File: src/verilog/wdr_pkg.sv
// Package: constants for the watchdog with reset routing
package wdr_pkg;
  // Configuration port addresses and keys
  localparam logic [15:0] WDR_INDEX_PORT = 16'h004E;
  localparam logic [15:0] WDR_DATA_PORT = 16'h004F;
  localparam logic [7:0] WDR_UNLOCK_KEY = 8'h55;
  localparam logic [7:0] WDR_LOCK_KEY = 8'hAA;
  localparam logic [7:0] WDR_IDX_LDN = 8'h07;
  localparam logic [7:0] WDR_LDN_WDT = 8'h0A;
  localparam logic [7:0] WDR_IDX_BASE_HI = 8'h60;
  localparam logic [7:0] WDR_IDX_BASE_LO = 8'h61;
  // Runtime register offsets
  localparam logic [7:0] WDR_OFS_RST_SRC = 8'h1D;
  localparam logic [7:0] WDR_OFS_PIN_CFG = 8'h47;
  localparam logic [7:0] WDR_OFS_UNIT = 8'h65;
  localparam logic [7:0] WDR_OFS_COUNT = 8'h66;
  localparam logic [7:0] WDR_OFS_CTRL = 8'h67;
  // Field positions
  localparam int WDR_RST_WDT_DIS = 0;
  localparam int WDR_RST_THERM = 1;
  localparam int WDR_RST_WDT2 = 2;
  localparam int WDR_PIN_DIR = 0;
  localparam int WDR_PIN_POL = 1;
  localparam int WDR_PIN_FN_LO = 2;
  localparam int WDR_PIN_OD = 7;
  localparam int WDR_UNIT_SEC = 7;
  localparam int WDR_CTRL_TO = 0;
  // Writable masks (reserved bits read zero)
  localparam logic [7:0] WDR_RST_MASK = 8'h07;
  localparam logic [7:0] WDR_PIN_MASK = 8'h8F;
  localparam logic [7:0] WDR_UNIT_MASK = 8'h80;
  // Reset values
  localparam logic [7:0] WDR_RST_RESET = 8'h00;
  localparam logic [7:0] WDR_PIN_RESET = 8'h01;
  localparam logic [7:0] WDR_UNIT_RESET = 8'h00;
  localparam logic [7:0] WDR_COUNT_RESET = 8'h00;
  localparam logic [15:0] WDR_BASE_RESET = 16'h0A00;
  // Alternate function codes
  localparam logic [1:0] WDR_FN_GPIO = 2'h0;
  localparam logic [1:0] WDR_FN_LED = 2'h1;
  localparam logic [1:0] WDR_FN_EDGE = 2'h2;
  localparam logic [1:0] WDR_FN_WDT = 2'h3;
  // Time base
  localparam int WDR_CLK_MHZ = 250;
  localparam int WDR_SECOND_S = 1;
  localparam int WDR_SEC_PER_MIN = 60;
  localparam longint WDR_SEC_CYCLES = longint'(WDR_SECOND_S) * 64'd250000000;
endpackage : wdr_pkg

File: src/verilog/wdr_watchdog.sv
// Watchdog timer with reset routing behind a configuration I/O port
`timescale 1ns/1ps
`default_nettype none
module wdr_watchdog
  import wdr_pkg::*;
#(
  parameter longint SEC_CYCLES = WDR_SEC_CYCLES,
  parameter int MIN_SECONDS = WDR_SEC_PER_MIN
) (
  // Clock and reset
  input wire logic clk,
  input wire logic rst_n,
  input wire logic clk_en,
  // Host I/O cycle, same clock domain
  input wire logic io_wr,
  input wire logic io_rd,
  input wire logic [15:0] io_addr,
  input wire logic [7:0] io_wdata,
  output logic [7:0] io_rdata,
  // System pins
  input wire logic thermal_trip,
  output logic power_good_output,
  input wire logic mp_pin_in,
  output logic mp_pin_out,
  output logic mp_pin_oe,
  // Alternate function sideband
  output logic led_on,
  output logic edge_event,
  output logic [7:0] gpio_level
);
  // ****************************************************************
  // Configuration port
  // ****************************************************************
  logic cfg_mode_r, cfg_mode_nxt;
  logic [7:0] index_r, index_nxt;
  logic [7:0] ldn_r, ldn_nxt;
  logic [15:0] base_r, base_nxt;
  logic [7:0] rdata_r, rdata_nxt;
  logic [7:0] rst_src_r, rst_src_nxt;
  logic [7:0] pin_cfg_r, pin_cfg_nxt;
  logic [7:0] unit_r, unit_nxt;
  logic [7:0] count_reg_r, count_reg_nxt;
  logic [7:0] count_r, count_nxt;
  logic timeout_r, timeout_nxt;
  logic [63:0] tick_r, tick_nxt;
  logic [7:0] min_r, min_nxt;
  logic [1:0] pin_sync_r, pin_sync_nxt;
  logic pin_last_r, pin_last_nxt;
  logic [1:0] therm_sync_r, therm_sync_nxt;

  // ****************************************************************
  // Runtime address decode
  // ****************************************************************

  // Runtime decode, reused by the read and write paths
  function automatic logic rt_hit(input logic [15:0] a, input logic [15:0] b,
                                  input logic [7:0] ofs);
    rt_hit = (a == (b + {8'h00, ofs}));
  endfunction : rt_hit

  logic cfg_data;
  logic rt_rst, rt_pin, rt_unit, rt_cnt, rt_ctrl;
  logic unit_tick, expired;
  logic pin_sync, therm_sync;
  assign pin_sync = pin_sync_r[1];
  assign therm_sync = therm_sync_r[1];
  assign cfg_data = cfg_mode_r && (io_addr == WDR_DATA_PORT);
  assign rt_rst = rt_hit(io_addr, base_r, WDR_OFS_RST_SRC);
  assign rt_pin = rt_hit(io_addr, base_r, WDR_OFS_PIN_CFG);
  assign rt_unit = rt_hit(io_addr, base_r, WDR_OFS_UNIT);
  assign rt_cnt = rt_hit(io_addr, base_r, WDR_OFS_COUNT);
  assign rt_ctrl = rt_hit(io_addr, base_r, WDR_OFS_CTRL);

  // ****************************************************************
  // Configuration port: unlock, index and logical device
  // ****************************************************************
  // Leaving program mode needs the lock key or a reset; nothing else closes it
  always_comb begin
    cfg_mode_nxt = cfg_mode_r;
    index_nxt = index_r;
    ldn_nxt = ldn_r;
    base_nxt = base_r;
    // Program mode entry and exit; the host is trusted to exit
    if (io_wr && io_addr == WDR_INDEX_PORT) begin
      if (io_wdata == WDR_UNLOCK_KEY) begin
        cfg_mode_nxt = 1'b1;
      end else if (cfg_mode_r && io_wdata == WDR_LOCK_KEY) begin
        cfg_mode_nxt = 1'b0;
      end else if (cfg_mode_r) begin
        index_nxt = io_wdata;
      end
    end
    if (io_wr && cfg_data) begin
      case (index_r)
        WDR_IDX_LDN: ldn_nxt = io_wdata;
        WDR_IDX_BASE_HI: if (ldn_r == WDR_LDN_WDT) base_nxt[15:8] = io_wdata;
        WDR_IDX_BASE_LO: if (ldn_r == WDR_LDN_WDT) base_nxt[7:0] = io_wdata;
        default: ;
      endcase
    end
  end

  always_ff @(posedge clk or negedge rst_n) begin
    if (!rst_n) begin
      cfg_mode_r <= 1'b0;
      index_r <= 8'h00;
      ldn_r <= 8'h00;
      base_r <= WDR_BASE_RESET;
    end else if (clk_en) begin
      cfg_mode_r <= cfg_mode_nxt;
      index_r <= index_nxt;
      ldn_r <= ldn_nxt;
      base_r <= base_nxt;
    end
  end

  // ****************************************************************
  // Runtime registers and countdown
  // ****************************************************************
  // The tick counter is 64 bits so a full-rate second still fits
  // A count write restarts the tick phase as well as the count
  always_comb begin
    rst_src_nxt = rst_src_r;
    pin_cfg_nxt = pin_cfg_r;
    unit_nxt = unit_r;
    count_reg_nxt = count_reg_r;
    count_nxt = count_r;
    timeout_nxt = timeout_r;
    tick_nxt = tick_r;
    min_nxt = min_r;
    unit_tick = 1'b0;
    expired = 1'b0;
    // Time base: one second ticks, minutes count sixty of them
    if (count_r != 8'h00) begin
      if (tick_r >= 64'(SEC_CYCLES - 1)) begin
        tick_nxt = 64'h0;
        if (unit_r[WDR_UNIT_SEC] || min_r >= 8'(MIN_SECONDS - 1)) begin
          unit_tick = 1'b1;
          min_nxt = 8'h00;
        end else begin
          min_nxt = min_r + 8'h01;
        end
      end else begin
        tick_nxt = tick_r + 64'h1;
      end
    end else begin
      tick_nxt = 64'h0;
      min_nxt = 8'h00;
    end
    // Countdown halts at zero and flags timeout
    if (unit_tick) begin
      count_nxt = count_r - 8'h01;
      expired = (count_r == 8'h01);
    end
    if (io_wr) begin
      if (rt_rst) rst_src_nxt = io_wdata & WDR_RST_MASK;
      if (rt_pin) pin_cfg_nxt = io_wdata & WDR_PIN_MASK;
      if (rt_unit) unit_nxt = io_wdata & WDR_UNIT_MASK;
      if (rt_cnt) begin
        count_reg_nxt = io_wdata;
        count_nxt = io_wdata;
        tick_nxt = 64'h0;
        min_nxt = 8'h00;
        expired = 1'b0;
      end
      if (rt_ctrl) timeout_nxt = io_wdata[WDR_CTRL_TO];
    end
    // Expiry in the same cycle as a host control write of zero still sets; a count write cancels it
    if (expired) timeout_nxt = 1'b1;
  end

  always_ff @(posedge clk or negedge rst_n) begin
    if (!rst_n) begin
      rst_src_r <= WDR_RST_RESET;
      pin_cfg_r <= WDR_PIN_RESET;
      unit_r <= WDR_UNIT_RESET;
      count_reg_r <= WDR_COUNT_RESET;
      count_r <= WDR_COUNT_RESET;
      timeout_r <= 1'b0;
      tick_r <= 64'h0;
      min_r <= 8'h00;
    end else if (clk_en) begin
      // Frozen with the count so a paused clock loses no time
      rst_src_r <= rst_src_nxt;
      pin_cfg_r <= pin_cfg_nxt;
      unit_r <= unit_nxt;
      count_reg_r <= count_reg_nxt;
      count_r <= count_nxt;
      timeout_r <= timeout_nxt;
      tick_r <= tick_nxt;
      min_r <= min_nxt;
    end
  end

  // ****************************************************************
  // Read data
  // ****************************************************************
  // Registered so the host sees a stable byte until its next read
  always_comb begin
    rdata_nxt = rdata_r;
    if (io_rd) begin
      rdata_nxt = 8'h00;
      if (cfg_data) begin
        case (index_r)
          WDR_IDX_LDN: rdata_nxt = ldn_r;
          WDR_IDX_BASE_HI: rdata_nxt = base_r[15:8];
          WDR_IDX_BASE_LO: rdata_nxt = base_r[7:0];
          default: rdata_nxt = 8'h00;
        endcase
      end else if (io_addr == WDR_INDEX_PORT && cfg_mode_r) begin
        rdata_nxt = index_r;
      end else if (rt_rst) begin
        rdata_nxt = rst_src_r;
      end else if (rt_pin) begin
        rdata_nxt = pin_cfg_r;
      end else if (rt_unit) begin
        rdata_nxt = unit_r;
      end else if (rt_cnt) begin
        rdata_nxt = count_r;
      end else if (rt_ctrl) begin
        rdata_nxt = {7'h00, timeout_r};
      end
    end
  end

  // ****************************************************************
  // Read data register
  // ****************************************************************
  always_ff @(posedge clk or negedge rst_n) begin
    if (!rst_n) begin
      rdata_r <= 8'h00;
    end else if (clk_en) begin
      rdata_r <= rdata_nxt;
    end
  end

  // ****************************************************************
  // Pin synchronisers
  // ****************************************************************
  // Both pins are asynchronous to clk, so each passes two flops first
  always_comb begin
    pin_sync_nxt = {pin_sync_r[0], mp_pin_in};
    therm_sync_nxt = {therm_sync_r[0], thermal_trip};
    pin_last_nxt = pin_sync;
  end

  always_ff @(posedge clk or negedge rst_n) begin
    if (!rst_n) begin
      pin_sync_r <= 2'b00;
      therm_sync_r <= 2'b00;
      pin_last_r <= 1'b0;
    end else if (clk_en) begin
      pin_sync_r <= pin_sync_nxt;
      therm_sync_r <= therm_sync_nxt;
      pin_last_r <= pin_last_nxt;
    end
  end

  // ****************************************************************
  // Reset routing and multipurpose pin
  // ****************************************************************
  logic [1:0] pin_fn;
  logic wdt_src, pin_level;
  assign pin_fn = pin_cfg_r[WDR_PIN_FN_LO +: 2];
  // Secondary input bit lets software assert the watchdog source too
  assign wdt_src = (timeout_r || rst_src_r[WDR_RST_WDT2]) &&
                   !rst_src_r[WDR_RST_WDT_DIS];
  // Thermal trip reaches the output two clocks late, after its flops
  assign power_good_output = !(wdt_src ||
    (rst_src_r[WDR_RST_THERM] && therm_sync));
  always_comb begin
    case (pin_fn)
      WDR_FN_WDT: pin_level = timeout_r;
      WDR_FN_LED: pin_level = 1'b1;
      default: pin_level = count_reg_r[0];
    endcase
  end
  // Open drain drives only the low level
  logic drv_level;
  assign drv_level = pin_level ^ pin_cfg_r[WDR_PIN_POL];
  assign mp_pin_out = drv_level;
  assign mp_pin_oe = !pin_cfg_r[WDR_PIN_DIR] &&
    (!pin_cfg_r[WDR_PIN_OD] || !drv_level);
  assign led_on = (pin_fn == WDR_FN_LED) && !pin_cfg_r[WDR_PIN_DIR];
  assign edge_event = (pin_fn == WDR_FN_EDGE) && pin_cfg_r[WDR_PIN_DIR] &&
    (pin_sync != pin_last_r);
  assign gpio_level = {7'h00, pin_sync ^ pin_cfg_r[WDR_PIN_POL]};
  assign io_rdata = rdata_r;
endmodule : wdr_watchdog
`default_nettype wire

File: config.mk
export PLATFORM = sky130hd
export DESIGN_NAME = wdr_watchdog
export DESIGN_NICKNAME = d
export VERILOG_FILES = /design/src/verilog/wdr_pkg.sv /design/src/verilog/wdr_watchdog.sv
export SDC_FILE = /design/constraint.sdc
export NUM_CORES = 1
export LEC_CHECK = 0
export ABC_AREA = 1
export BUFFER_PORTS_ARGS = -buffer_cell sky130_fd_sc_hd__buf_4
export CAP_MARGIN = 10
export CORE_MARGIN = 5
export CORE_UTILIZATION = 30
export DETAILED_ROUTE_END_ITERATION = 10
export SETUP_SLACK_MARGIN = 0.5
export SLEW_MARGIN = 40
export SYNTH_ARGS = -nofsm -noshare
export SYNTH_HDL_FRONTEND = slang
export SYNTH_SLANG_ARGS = --single-unit
File: constraint.sdc
create_clock -name clk -period 2.6 [get_ports clk]
set_clock_uncertainty 0.2 [all_clocks]
set_input_delay 0.26 -clock clk [delete_from_list [all_inputs] [get_ports clk]]
set_output_delay 0.26 -clock clk [all_outputs]
set_load 0.02 [all_outputs]
==> out/results.txt <==
Clock Latency Late Sink: 0.44 ns
First-pass iteration count of the detailed router: 7
Die Ht: 187 µm
Final core utilization: 0.442
HP Class: input port to flip-flop
PwrDens: 459 nW/µm²
Initial Util: 0.306
Period minus WS final: 2.73 ns
Final Worst Setup Slack: -0.128 ns
IO Pins: 52
Place WS: -0.234 ns
Crit path kind: flip-flop to flip-flop
Die area: 35,000 µm²
Avg Cell Area, Syn: 6.75 µm²
IO buf count: 44
Max-cap violations: 0
Arr. time, crit path: 2.84 ns
Share of the synthesized area in the top cell type: 0.357
Critical path peak fanout: 6
Final ANT Viol Nets: 0
Crit-path slowest cell: dfstp_2
Clk sinks: 137
Filler cells: 3,136
Area Overhead vs Synth: 44.4%
LEAKAGE: 0.00640 µW
Synthesized instance count: 1,393
Post-synth cell types: 47
Remaining DRCs: 0
Seq/Total Area, Yosys: 0.365
Largest net degree at the start of global routing: 71
Fraction of registers with async set/reset: 1.00
Worst-Margin Slew: 0.577 ns
Tcrit/Tclk final: 1.05
Yosys reg bits: 137
Outcome: finished, violations left
Sequential cell area: 3440 µm²
Yosys synthesis warning count: 0
Max VDD drop: 0.519 mV
Dpl cells: 1,970
Rows: 64
Core ar.: 30,700 µm²
Vias in the first global route: 9,743
Worst Path Buf+Inv: 4
Most frequent cells in the layout: nand2_1, buf_4, inv_1, dfrtp_1, nor2_1
Vias per std cell: 4.89
Crit path launch type: flip-flop
Most common cell after layout, fill and taps aside: nand2_1
Die Wd: 187 µm
Fraction of final layout cells sized beyond drive strength 1: 0.311
DR WL/cell: 15.9 µm
Unrepaired setup endpoints after global routing: true
Hold Fails Final Rpt: 0
First-pass GRT wire length: 51,600 µm
Global-route usage over all layers: 0.182
Clock Path Buffers: 2
Slew Viols, Final: 0
Failing checks: setup timing
Cell type with the largest total area after synthesis: dfrtp_1
Ant. Diodes: 0
Mapped Area: 9400 µm²
Top FF cell, synth: dfrtp_1
CP Data Required Time: 2.71 ns
CP cell instances: buf_6, nand4_1, nor2_4, nand2_2, nand2_2, xor2_2, nand2_1, nor2_4, nand2_2, inv_2, nand2_4, nand4_4, buf_12, clkbuf_16, o22ai_2
Via count: 10,000
HPWL after detailed placement: 24,500 µm
CP Capture Type: flip-flop
CP top delay family: simple AND/OR/NAND/NOR gates
Antenna violations before repair: 0
Layout Nets: 1,687
Max Freq: 0.367 GHz
Worst hold slack: 0.0220 ns
Final setup fails: 47
Rel. slew slack: 0.615
Final std cells w/o fill: 2,056
Most frequent CP cell: nand2_2
EDFF count, synth: 0
Synth top area cells: dfrtp_1, nand2_1, inv_1
CTS tree: built
Remaining Overflow, GRT: 0
Crit path largest cell delay: 0.57 ns
Routability cong.: 0.951
Clock-pin slew on the worst setup and hold paths: 0.07 ns
Multi-input gate area: 5930 µm²
Drt initial violations: 711
CTS Buf Count: 17
Drt total wl: 32,600 µm
Root buf cell: clkbuf_16
H-Tree Depth: 4
[kinds of logic after synthesis]
group | Yosys count | share of synthesized area
AOI/OAI and AO/OA | 184 | 0.110
xor gates and xnor gates | 51 | 0.0499
adders and majority gates | 9 | 0.0120
buffers and inverters | 244 | 0.107
DFF | 137 | 0.365
muxes | 2 | 0.00213
other | 1 | 0.000399
and+or+nand+nor | 765 | 0.353
[worst register-to-register path: cells and delay by family, from the launching register on]
kind	cells	cell delay (ns)
compound gates	1	0.05
xor+xnor	1	0.20
buf+inv	4	0.53
flops	1	0.57
simple gates	9	1.05
[report_power, final]
part	internal, µW	switching (µW)	total [µW]
clock network	1480	1080	2560
logic	600	754	1350
registers	2220	95.4	2320
total	4300	1930	6230
[cells in the mapped netlist (3+ instances only)]
master	count
o22ai_1	27
inv_1	192
buf_6	3
nor4_1	19
o21ai_0	92
dfstp_2	3
dfrtp_1	134
nand3_1	101
xor2_1	39
buf_4	17
a31oi_1	3
ha_1	9
nor3_1	18
o21ai_2	4
nor2_4	5
o21ai_1	6
nand2_2	14
nand4_1	33
o221ai_1	7
nor2_2	3
nor2_1	148
nand2_1	413
inv_2	11
clkbuf_1	15
xnor2_1	9
a21oi_1	31
o211ai_1	7
[through the flow]
stage | setup TNS, ns | instance area, µm² | power, µW
after CTS | -0.766 | 12700 | 6080
final | -2.85 | 13600 | 6230
after global routing | -11.06 | 13600 | 6500
after detailed placement | -6.13 | 11400 | 3280
after global placement | -6.58 | 11400 | 3270
after floorplan | 0 | 9510 | 2890
[area by class of cell]
class | instances | area share
repair buffers | 266 | 0.169
inverters | 207 | 0.0594
flip-flops and latches | 137 | 0.253
multi-input cells | 1018 | 0.437
well taps | 396 | 0.0365
clock buffers | 17 | 0.0313
clock inverters | 15 | 0.0143
[layer usage]
metal	global-route usage	up-vias	wire length, µm
li1	-	4977	-
met2	0.305	293	15800
met3	0.0269	55	1670
met5	0	-	0
met4	0.0629	0	870
met1	0.241	4724	14300
[registers in the layout (all words and copies together) (netlist names)]
name,count
count_reg_r,1
rst_src_r,3
pin_sync_r,2
therm_sync_r,2
count_r,8
index_r,8
io_rdata,8
tick_r,64
timeout_r,1
cfg_mode_r,1
pin_cfg_r,5
min_r,8
pin_last_r,1
base_r,16
ldn_r,8
unit_r,1
[path summary, 6_finish.rpt]
kind                             from      endpoint  slack, ns  cells past startpoint
max                         base_r[9]    tick_r[18]      -0.13                     15
min                             io_wr  rst_src_r[0]       0.02                      3
max reg2reg                 base_r[9]    tick_r[18]      -0.13                     15
min reg2reg                tick_r[30]    tick_r[30]       0.29                      2
max in group asynchronous       rst_n    tick_r[47]       1.38                      3
min in group asynchronous       rst_n    tick_r[52]       0.08                      2
[what timing repair did]
item | 4_1_cts | 5_1_grt
pin swaps | 27 | 49
cloned | 2 | 2
buffers inserted | 22 | 17
endpoints found under the hold margin | 150 | 0
hold buffers | 11 | 0
setup endpoints to repair | 72 | 89
gates resized for setup | 87 | 176
Power figures use the tool's default switching activity.
